File: config.mk
export PLATFORM = sky130hd
export DESIGN_NAME = acs_seq
export DESIGN_NICKNAME = d
export VERILOG_FILES = /design/src/acs_pkg.sv /design/src/acs_sync.sv /design/src/acs_cmd_rx.sv /design/src/acs_seq.sv
export VERILOG_INCLUDE_DIRS = /design/src /design/src/src
export SDC_FILE = /design/constraint.sdc
export NUM_CORES = 1
export LEC_CHECK = 0
export ABC_AREA = 1
export BUFFER_PORTS_ARGS = -buffer_cell sky130_fd_sc_hd__buf_2
export CAP_MARGIN = 20
export CORE_ASPECT_RATIO = 1.2
export CORE_MARGIN = 2
export CORE_UTILIZATION = 25
export CTS_CLUSTER_DIAMETER = 30
export DETAILED_ROUTE_END_ITERATION = 7
export PLACE_DENSITY = 0.45
export SLEW_MARGIN = 20
export SYNTH_ARGS = -nofsm -noshare
export SYNTH_HDL_FRONTEND = slang
export SYNTH_SLANG_ARGS = --single-unit
File: constraint.sdc
create_clock -name mclk -period 7.8 [get_ports mclk]
set_input_delay 1.56 -clock mclk [delete_from_list [all_inputs] [get_ports mclk]]
set_output_delay 1.56 -clock mclk [all_outputs]
set_load 0.005 [all_outputs]
File: src/acs_params.svh
// Constants of the conversion sequencer: offsets, fields, resets, timing
`ifndef ACS_PARAMS_SVH
`define ACS_PARAMS_SVH

// Clock rate and timing
`define ACS_MCLK_HZ         32'h0098_9680
`define ACS_START_DELAY_US  32'h0000_0032
`define ACS_START_DELAY_CYC (`ACS_START_DELAY_US * (`ACS_MCLK_HZ / 32'h000F_4240))
`define ACS_OVERHEAD_CYC    32'h0000_0040
`define ACS_RESULT_READY_N_LOW_CYC    32'h0000_0004

// Register byte offsets
`define ACS_OFS_MODE        12'h000
`define ACS_OFS_PERIOD      12'h004
`define ACS_OFS_DELAY       12'h008
`define ACS_OFS_STATUS      12'h00C
`define ACS_OFS_MASK        12'h010
`define ACS_OFS_RESULT      12'h014
`define ACS_OFS_STATE       12'h018

// Reset values
`define ACS_MODE_RST        8'h00
`define ACS_MASK_RST        3'h0
`define ACS_PERIOD_RST      24'h07_A120

// Status bit positions
`define ACS_ST_DONE         0
`define ACS_ST_START        1
`define ACS_ST_ABORT        2

// Serial command codes, arbitrary values
`define ACS_CMD_START       8'h5A
`define ACS_CMD_STOP        8'hA5

// Falling clock edges at which a command acts
`define ACS_EDGES_NOCRC     6'h10
`define ACS_EDGES_CRC       6'h20

// Filter code that selects the FIR filter
`define ACS_FILT_FIR        3'h7

`endif

File: src/acs_pkg.sv
// Types shared by the conversion sequencer modules
package acs_pkg;

	// Sequencer states
	typedef enum logic [0:0] {
		ACS_IDLE = 1'b0,
		ACS_RUN  = 1'b1
	} acs_state_t;

	// First mode register layout
	typedef struct packed {
		logic       crc_en;             // Bit 7: serial CRC on
		logic       ac_excite;          // Bit 6: AC excitation
		logic       chop;               // Bit 5: global chop
		logic       single_shot_select; // Bit 4: pulse mode
		logic       rsv;                // Bit 3: reserved
		logic [2:0] filter;             // Bits 2:0: filter code, order minus one up to 4, 7 for FIR
	} acs_mode_t;

	// Serial port pins
	typedef struct packed {
		logic cs_n;
		logic sclk;
		logic mosi;
	} acs_link_t;

endpackage

File: src/acs_sync.sv
// Two-flop synchroniser for a group of asynchronous inputs
`timescale 1ns/10ps
`default_nettype none
module acs_sync #(
	parameter int W = 1
) (
	input  wire logic         mclk,
	input  wire logic         rst,
	input  wire logic [W-1:0] d,
	output var  logic [W-1:0] q
);
	logic [W-1:0] meta; // First stage, read only by q

	// One pair of flops per bit
	genvar i;
	generate
		for (i = 0; i < W; i++) begin : g_bit
			always_ff @(posedge mclk or posedge rst) begin
				if (rst) begin
					meta[i] <= 1'b0;
					q[i]    <= 1'b0;
				end else begin
					meta[i] <= d[i];
					q[i]    <= meta[i];
				end
			end
		end
	endgenerate
endmodule
`default_nettype wire

File: src/acs_cmd_rx.sv
// Serial command receiver: decodes start and stop frames
`timescale 1ns/10ps
`default_nettype none
`include "acs_params.svh"
module acs_cmd_rx
	import acs_pkg::*;
(
	input  wire logic      mclk,
	input  wire logic      rst,
	input  wire acs_link_t link,      // Already synchronised pins
	input  wire logic      crc_en,
	output var  logic      cmd_start,
	output var  logic      cmd_stop
);
	logic       sclk_d;   // Previous clock level
	logic [5:0] edges;    // Falling edges seen in frame
	logic [7:0] opcode;   // First byte of frame
	logic       fall;     // Falling clock edge in frame
	logic [5:0] act_edge; // Edge on which the command acts

	assign fall     = sclk_d & ~link.sclk & ~link.cs_n;
	assign act_edge = crc_en ? `ACS_EDGES_CRC : `ACS_EDGES_NOCRC;

	// Clock edge history
	always_ff @(posedge mclk or posedge rst) begin
		if (rst)
			sclk_d <= 1'b0;
		else
			sclk_d <= link.sclk;
	end

	// Edge count and opcode shift; a frame restarts when select rises
	always_ff @(posedge mclk or posedge rst) begin
		if (rst) begin
			edges  <= 6'h00;
			opcode <= 8'h00;
		end else if (link.cs_n) begin
			edges  <= 6'h00;
		end else if (fall) begin
			if (edges != 6'h3F)
				edges <= edges + 6'h01;
			if (edges < 6'h08)
				opcode <= {opcode[6:0], link.mosi};
		end
	end

	// Command acts on the chosen falling edge only
	always_ff @(posedge mclk or posedge rst) begin
		if (rst) begin
			cmd_start <= 1'b0;
			cmd_stop  <= 1'b0;
		end else begin
			cmd_start <= fall && (edges + 6'h01 == act_edge)
				&& (opcode == `ACS_CMD_START);
			cmd_stop  <= fall && (edges + 6'h01 == act_edge)
				&& (opcode == `ACS_CMD_STOP);
		end
	end
endmodule
`default_nettype wire

File: src/acs_seq.sv
// Conversion sequencer with APB registers and serial command control
// Overview of operation
// - Start pin or start command starts conversions
// - Commands act on edge 16, or 32 with CRC
// - Mode bit 4 picks continuous or pulse
// - Continuous mode converts until stopped
// - Ready high at start, low at result
// - Continuous stop finishes current conversion
// - Restart event aborts and restarts conversion
// - Pulse mode: one result per start
// - Pulse mode stop never cuts conversion short
// - FIR and sinc1 settle in one period
// - First latency is delay plus processing
// - Later results every data-rate period
// - Chop doubles first latency, slows later ones
// - Programmable start delay, default fifty microseconds
// - Chop alternates polarity, withholds first, halves difference
//
// Implementation choices: the APB interface to the registers and the register offsets.
`timescale 1ns/10ps
`default_nettype none
`include "acs_params.svh"
module acs_seq
	import acs_pkg::*;
#(
	parameter logic [23:0] PERIOD_DEFAULT = `ACS_PERIOD_RST
) (
	input  wire logic        mclk,
	input  wire logic        rst,
	input  wire logic [11:0] paddr,
	input  wire logic        psel,
	input  wire logic        penable,
	input  wire logic        pwrite,
	input  wire logic [31:0] pwdata,
	output var  logic [31:0] prdata,
	output logic             pready,
	output logic             pslverr,
	input  wire logic        start_pin,
	input  wire logic        spi_cs_n,
	input  wire logic        spi_sclk,
	input  wire logic        spi_mosi,
	input  wire logic [23:0] raw_sample,
	output var  logic        result_ready_n,
	output var  logic        chop_phase,
	output logic             irq
);
	// Register state
	acs_mode_t   first_mode_register; // Mode and filter select
	logic [23:0] period;              // Cycles per data-rate period
	logic [23:0] delay;               // Start delay in cycles
	logic [2:0]  status;              // Sticky events
	logic [2:0]  mask;                // Interrupt enables
	logic [23:0] result;              // Last output word

	// Sequencer state
	acs_state_t  state;     // Idle or converting
	logic [31:0] cnt;       // Cycles left in conversion
	logic        keep;      // Continuous run requested
	logic        withhold;  // Current result is not output
	logic [31:0] low_cnt;   // Ready-low pulse timer
	logic [23:0] prev;      // Previous chop-phase sample

	// Synchronised pins and edges
	logic        start_s;   // Start pin after two flops
	logic        start_d;   // Previous start pin level
	acs_link_t   link_raw;  // Serial pins from outside
	acs_link_t   link_s;    // Serial pins after two flops
	logic        cmd_start; // Start command pulse
	logic        cmd_stop;  // Stop command pulse

	// Combinational helpers
	logic        start_ev;  // Any start event
	logic        stop_ev;   // Any stop event
	logic        conv_end;  // Counter expires this cycle
	logic        cont_next; // Another conversion follows
	logic        chopping;  // Chop or AC excitation on
	logic [2:0]  order;     // Settling conversions of filter
	logic [31:0] first_lat; // Normal first-conversion latency
	logic [31:0] follow;    // Period of later conversions
	logic [24:0] diff;      // Chop difference
	logic        wr;        // APB write strobe
	logic        mapped;    // Address hits a register
	logic [2:0]  ev;        // Events setting status

	assign link_raw = '{cs_n: spi_cs_n, sclk: spi_sclk, mosi: spi_mosi};

	// Pins cross into mclk through two flops each
	acs_sync #(.W(4)) u_sync (
		.mclk (mclk),
		.rst  (rst),
		.d    ({start_pin, link_raw}),
		.q    ({start_s, link_s})
	);

	// Serial command decode
	acs_cmd_rx u_cmd (
		.mclk      (mclk),
		.rst       (rst),
		.link      (link_s),
		.crc_en    (first_mode_register.crc_en),
		.cmd_start (cmd_start),
		.cmd_stop  (cmd_stop)
	);

	// Start pin edge history
	always_ff @(posedge mclk or posedge rst) begin
		if (rst)
			start_d <= 1'b0;
		else
			start_d <= start_s;
	end

	// Pin and command share one sequencer; a low-high toggle restarts
	assign start_ev = (start_s & ~start_d) | cmd_start;
	assign stop_ev  = (~start_s & start_d) | cmd_stop;
	assign chopping = first_mode_register.chop
		| first_mode_register.ac_excite;

	// FIR and sinc1 settle in one period; higher orders need more
	always_comb begin
		if (first_mode_register.filter == `ACS_FILT_FIR)
			order = 3'h1;
		else if (first_mode_register.filter > 3'h4)
			order = 3'h5;
		else
			order = first_mode_register.filter + 3'h1;
	end

	// Load values for the conversion counter
	assign first_lat = {8'h00, delay}
		+ 32'({order} * {period}) + `ACS_OVERHEAD_CYC;
	assign follow = chopping ? first_lat : {8'h00, period};

	assign conv_end  = (state == ACS_RUN) && (cnt == 32'h0000_0000)
		&& !start_ev;
	// Pulse mode ends after one result; stop lets the current one end
	assign cont_next = withhold | (~first_mode_register.single_shot_select
		& keep & ~stop_ev);

	// Conversion state and counter
	always_ff @(posedge mclk or posedge rst) begin
		if (rst) begin
			state <= ACS_IDLE;
			cnt   <= 32'h0000_0000;
		end else if (start_ev) begin
			// Abort anything running and begin again
			state <= ACS_RUN;
			cnt   <= first_lat - 32'h0000_0001;
		end else if (state == ACS_RUN) begin
			if (cnt != 32'h0000_0000)
				cnt <= cnt - 32'h0000_0001;
			else if (withhold)
				cnt <= first_lat - 32'h0000_0001;
			else if (cont_next)
				cnt <= follow - 32'h0000_0001;
			else
				state <= ACS_IDLE;
		end
	end

	// Run request, cleared by stop, set by start
	always_ff @(posedge mclk or posedge rst) begin
		if (rst)
			keep <= 1'b0;
		else if (start_ev)
			keep <= 1'b1;
		else if (stop_ev)
			keep <= 1'b0;
	end

	// First chop conversion is withheld, doubling first latency
	always_ff @(posedge mclk or posedge rst) begin
		if (rst)
			withhold <= 1'b0;
		else if (start_ev)
			withhold <= chopping;
		else if (conv_end)
			withhold <= 1'b0;
	end

	// Polarity alternates each conversion while chopping
	always_ff @(posedge mclk or posedge rst) begin
		if (rst)
			chop_phase <= 1'b0;
		else if (start_ev)
			chop_phase <= 1'b0;
		else if (conv_end && chopping)
			chop_phase <= ~chop_phase;
	end

	// Ready: high when a conversion starts, low when data are ready
	always_ff @(posedge mclk or posedge rst) begin
		if (rst) begin
			result_ready_n <= 1'b1;
			low_cnt        <= 32'h0000_0000;
		end else if (start_ev) begin
			result_ready_n <= 1'b1;
			low_cnt        <= 32'h0000_0000;
		end else if (conv_end && !withhold) begin
			result_ready_n <= 1'b0;
			low_cnt        <= `ACS_RESULT_READY_N_LOW_CYC;
		end else if (low_cnt != 32'h0000_0000) begin
			low_cnt <= low_cnt - 32'h0000_0001;
			// Back-to-back conversion: ready low only briefly
			if (low_cnt == 32'h0000_0001 && state == ACS_RUN)
				result_ready_n <= 1'b1;
		end
	end

	// Difference of opposite-phase conversions, halved into the result
	assign diff = chop_phase ? ({raw_sample[23], raw_sample}
		- {prev[23], prev}) : ({prev[23], prev}
		- {raw_sample[23], raw_sample});

	// Result word and previous sample
	always_ff @(posedge mclk or posedge rst) begin
		if (rst) begin
			result <= 24'h00_0000;
			prev   <= 24'h00_0000;
		end else if (conv_end) begin
			prev <= raw_sample;
			if (!withhold)
				result <= chopping ? diff[24:1] : raw_sample;
		end
	end

	// Events: done, started, aborted
	always_comb begin
		ev                = 3'h0;
		ev[`ACS_ST_DONE]  = conv_end & ~withhold;
		ev[`ACS_ST_START] = start_ev;
		ev[`ACS_ST_ABORT] = start_ev & (state == ACS_RUN);
	end

	// APB decode; zero wait states
	assign wr      = psel & penable & pwrite;
	assign pready  = 1'b1;
	always_comb begin
		case (paddr)
			`ACS_OFS_MODE,
			`ACS_OFS_PERIOD,
			`ACS_OFS_DELAY,
			`ACS_OFS_STATUS,
			`ACS_OFS_MASK,
			`ACS_OFS_RESULT,
			`ACS_OFS_STATE: mapped = 1'b1;
			default:        mapped = 1'b0;
		endcase
	end
	// Unmapped access answers with an error
	assign pslverr = psel & penable & ~mapped;

	// Writable configuration registers
	always_ff @(posedge mclk or posedge rst) begin
		if (rst) begin
			first_mode_register <= `ACS_MODE_RST;
			period              <= PERIOD_DEFAULT;
			delay               <= 24'(`ACS_START_DELAY_CYC);
			mask                <= `ACS_MASK_RST;
		end else if (wr) begin
			case (paddr)
				`ACS_OFS_MODE:   first_mode_register <= pwdata[7:0];
				`ACS_OFS_PERIOD: period <= pwdata[23:0];
				`ACS_OFS_DELAY:  delay  <= pwdata[23:0];
				`ACS_OFS_MASK:   mask   <= pwdata[2:0];
				default: ;
			endcase
		end
	end

	// Sticky status; a new event wins over a write-one clear
	always_ff @(posedge mclk or posedge rst) begin
		if (rst)
			status <= 3'h0;
		else if (wr && paddr == `ACS_OFS_STATUS)
			status <= (status & ~pwdata[2:0]) | ev;
		else
			status <= status | ev;
	end

	// Level interrupt while any unmasked event is pending
	assign irq = |(status & mask);

	// Read data registered in the setup phase
	always_ff @(posedge mclk or posedge rst) begin
		if (rst) begin
			prdata <= 32'h0000_0000;
		end else if (psel && !penable && !pwrite) begin
			case (paddr)
				`ACS_OFS_MODE:   prdata <= {24'h00_0000,
					first_mode_register};
				`ACS_OFS_PERIOD: prdata <= {8'h00, period};
				`ACS_OFS_DELAY:  prdata <= {8'h00, delay};
				`ACS_OFS_STATUS: prdata <= {29'h0000_0000, status};
				`ACS_OFS_MASK:   prdata <= {29'h0000_0000, mask};
				`ACS_OFS_RESULT: prdata <= {8'h00, result};
				`ACS_OFS_STATE:  prdata <= {27'h000_0000,
					withhold, result_ready_n, chop_phase, keep,
					state == ACS_RUN};
				default:         prdata <= 32'h0000_0000;
			endcase
		end
	end
endmodule
`default_nettype wire

==> impl_results.rst <==
.. list-table::
   :header-rows: 1

   * - Metric
     - Value
   * - CP Buf/Inv Count
     - 5
   * - Total Negative Setup Slacks
     - 0 ps
   * - # Post-CTS Setup Buffers
     - 0
   * - Number of synthesized flops with an enable pin
     - 0
   * - Bufs on Longest Clock Path
     - 3
   * - Via count
     - roughly 19000
   * - Final Max Slew Viols
     - 0
   * - Fill cell count
     - 8725
   * - Clock tree root driver cell
     - clkbuf_16
   * - Leading post-synthesis cells by cell area
     - dfrtp_1 (27%), nand2_1 (14%), inv_1 (8.3%)
   * - Placed wire-length estimate
     - about 50 mm
   * - Worst Setup Path Type
     - register to register
   * - Source-to-sink clock delay at the later pin of the worst-skew pair
     - 640 ps
   * - #FFs+latches synth
     - ~230
   * - Vias in the first global route
     - 18700
   * - Static leakage
     - 12.1 nW
   * - CP peak stage delay
     - 510 ps
   * - Post-Syn Instances
     - about 2900
   * - Largest vdd supply drop
     - ~0.17 mV
   * - Final setup violation count
     - 0
   * - Final layout net count
     - around 3200
   * - DRC
     - 0
   * - Summed instance area of the synthesized netlist
     - between 15000 and 20000 sq um
   * - Post-placement cell area
     - about 21000 sq um
   * - Dominant delay contributor by cell family on the critical path
     - simple AND/OR/NAND/NOR gates
   * - Aggregate global-route resource usage
     - around 16%
   * - Count of pins on the block boundary
     - ~110
   * - Element type at the critical path start
     - register
   * - Diodes inserted
     - 0
   * - Synth top area share
     - around 27%
   * - Fraction of final layout cells with drive strength greater than 1
     - approximately 13%
   * - Synth Warn #
     - 0
   * - Cell type with the highest aggregate area in the netlist
     - dfrtp_1
   * - Final hold slack
     - 344 ps
   * - Routed vias/inst
     - between 4 and 5
   * - Slew at the pin closest to its max-slew limit
     - approximately 980 ps
   * - Depth of the CTS H-tree
     - 2
   * - X dimension of the die
     - 261 um
   * - TritonCTS clock tree
     - yes
   * - Starting utilization of the core area
     - about a quarter
   * - RSZ-0062 raised after global routing
     - false
   * - Max_slew headroom
     - 34.6%
   * - Total Wirelength
     - 64.2 mm
   * - Proportion of register bits with asynchronous set or reset after synthesis
     - between 90% and 100%
   * - Post-detailed-route wirelength per cell
     - ~16 um
   * - Total grt overflow
     - 0
   * - Design area
     - roughly 24000 sq um
   * - Number of placement rows
     - ~110
   * - Crit path time final
     - slightly above 6000 ps
   * - Critical path required time
     - 8310 ps
   * - Critical-path top delay cell
     - fa_1
   * - Clock skew after layout
     - ~54 ps
   * - Timing-limited maximum frequency
     - around 0.16 GHz
   * - Number of clock sinks
     - 229
   * - Antenna violations before repair
     - 0
   * - Hold Path Class
     - register to register
   * - Number of DRC violations after detailed-routing iteration 0
     - 948
   * - Total of buffers placed on input and output ports
     - 96
   * - Data arrival at the endpoint of the critical path
     - ~6600 ps
   * - Die boundary height
     - 313 um
   * - Unique masters post-synth
     - 66
   * - Top cells by instance count after synthesis
     - nand2_1 (756), inv_1 (437), nor2_1 (261)
   * - Largest net degree at the start of global routing
     - roughly 140
   * - Layout-stage area growth over the synthesis result
     - 18.8%
   * - 1st-pass router iterations
     - 6
   * - Predominant post-synthesis flop cell
     - dfrtp_1
   * - Final Hold Vio Count
     - 0
   * - Power per cell area
     - about 190 nW/um^2
   * - Most frequent cell after synthesis
     - nand2_1
   * - Most frequent CP cell
     - nand2_1
   * - Final WS setup
     - approximately 1700 ps
   * - Count of antenna-violating nets left after detailed routing
     - 0
   * - Average size of a mapped cell
     - a little under 7 sq um
   * - Register area share after synthesis
     - between 20 and 30%
   * - CTS resizes
     - 0
   * - Worst setup slack after placement
     - 1680 ps
   * - First-pass GRT wire length
     - around 100 mm
   * - Cts-stage hold buffer count
     - 0
   * - Placer's final routability congestion estimate
     - about 0.86
   * - Area of the placeable core
     - roughly 79000 sq um
   * - Clock buffer count from CTS
     - 59
   * - Result of the run
     - completed
   * - CTS clk-pin slew, worst paths
     - about 50 ps
   * - Die Area
     - slightly above 80000 sq um
   * - Crit Path Max Fanout
     - 16
   * - Final Core Density
     - approximately 30%
   * - Crit path capture type
     - register
   * - Number of maximum-capacitance constraint violations
     - 0
   * - Part of the cycle the worst path needs
     - 78.6%
[worst register-to-register path: cells and delay by family (launching register included)]
kind                     cells  cell delay [ps]
AND/OR/NAND/NOR             18             2190
AO/OA/AOI/OAI                2              340
buffers and inverters        5              910
flip-flops                   1              370
adder cells (fa/ha/maj)      6             2170
[state kept, by name (all words and copies together), names as in the netlist, 4 cells and up]
name	count
cnt	32
low_cnt	32
delay	24
period	24
prdata	24
prev	24
result	24
first_mode_register	8
u_cmd.opcode	8
u_cmd.edges	6
u_sync.meta	4
u_sync.q	4
[report_power, final]
group          internal, mW  switching (mW)
Clock                  1.79           0.806
Sequential             1.27          0.0807
Combinational         0.203           0.363
Total                  3.26            1.25
[metal layers]
layer  track usage [%]  up-vias  part of all wire [%]  routed length, um
li1                  -     9494                     -                  -
met1              19.8     8577                    44              28000
met2              28.2      359                    50              32100
met3              2.03      102                   3.5               2240
met4              4.96        0                   2.9               1850
met5                 0        -                     0                  0
[through the flow]
step	total power [mW]	instances
finish	4.51	4077
global route	4.73	4077
CTS	4.58	4077
detailed placement	1.94	3966
global placement	1.94	3966
floorplan	1.78	2897
[logic make-up after synthesis]
kind of cell | after synthesis | share of synthesized area [%]
AND/OR/NAND/NOR | 1370 | 30.0
buffers and inverters | 542 | 10.7
AO/OA/AOI/OAI | 493 | 14.0
flip-flops | 229 | 28.9
adder cells (fa/ha/maj) | 160 | 11.9
XOR/XNOR | 73 | 3.22
multiplexers | 21 | 1.18
other | 2 | 0.0378
[cell type report]
cell class              count  area, sq um  share of cell area (%)
clock buffers              75         1580                    6.68
clock inverters            36          543                    2.30
inverters                 457         1720                    7.29
multi-input cells        2126        12100                    51.1
flip-flops and latches    229         5750                    24.3
well taps                1035         1290                    5.49
repair buffers            119          666                    2.82
[cell usage in the layout, fill, tap and decap left out, types with 41 or more instances in the layout]
master	n
nand2_1	755
inv_1	436
nor2_1	260
o21ai_0	227
dfrtp_1	215
nand3_1	152
a21oi_1	143
ha_1	112
buf_2	96
clkbuf_16	59
xor2_1	48
fa_1	48
nand4_1	41
[worst paths after layout]
path / end / slack, ps / depth (start not counted) / startpoint
worst max-delay path: cnt[31]$_DFFE_PP0P_ / 1670 / 31 / first_mode_register[0]$_DFFE_PP0P_
worst min-delay path: u_sync.q[2]$_DFF_PP0_ / 340 / 0 / u_sync.meta[2]$_DFF_PP0_
worst max register to register: cnt[31]$_DFFE_PP0P_ / 1670 / 31 / first_mode_register[0]$_DFFE_PP0P_
worst min register to register: u_sync.q[2]$_DFF_PP0_ / 340 / 0 / u_sync.meta[2]$_DFF_PP0_
max in group asynchronous: cnt[28]$_DFFE_PP0P_ / 5400 / 3 / rst
min in group asynchronous: prev[19]$_DFFE_PP0P_ / 1030 / 2 / rst
(Power assumes the default switching activity.)
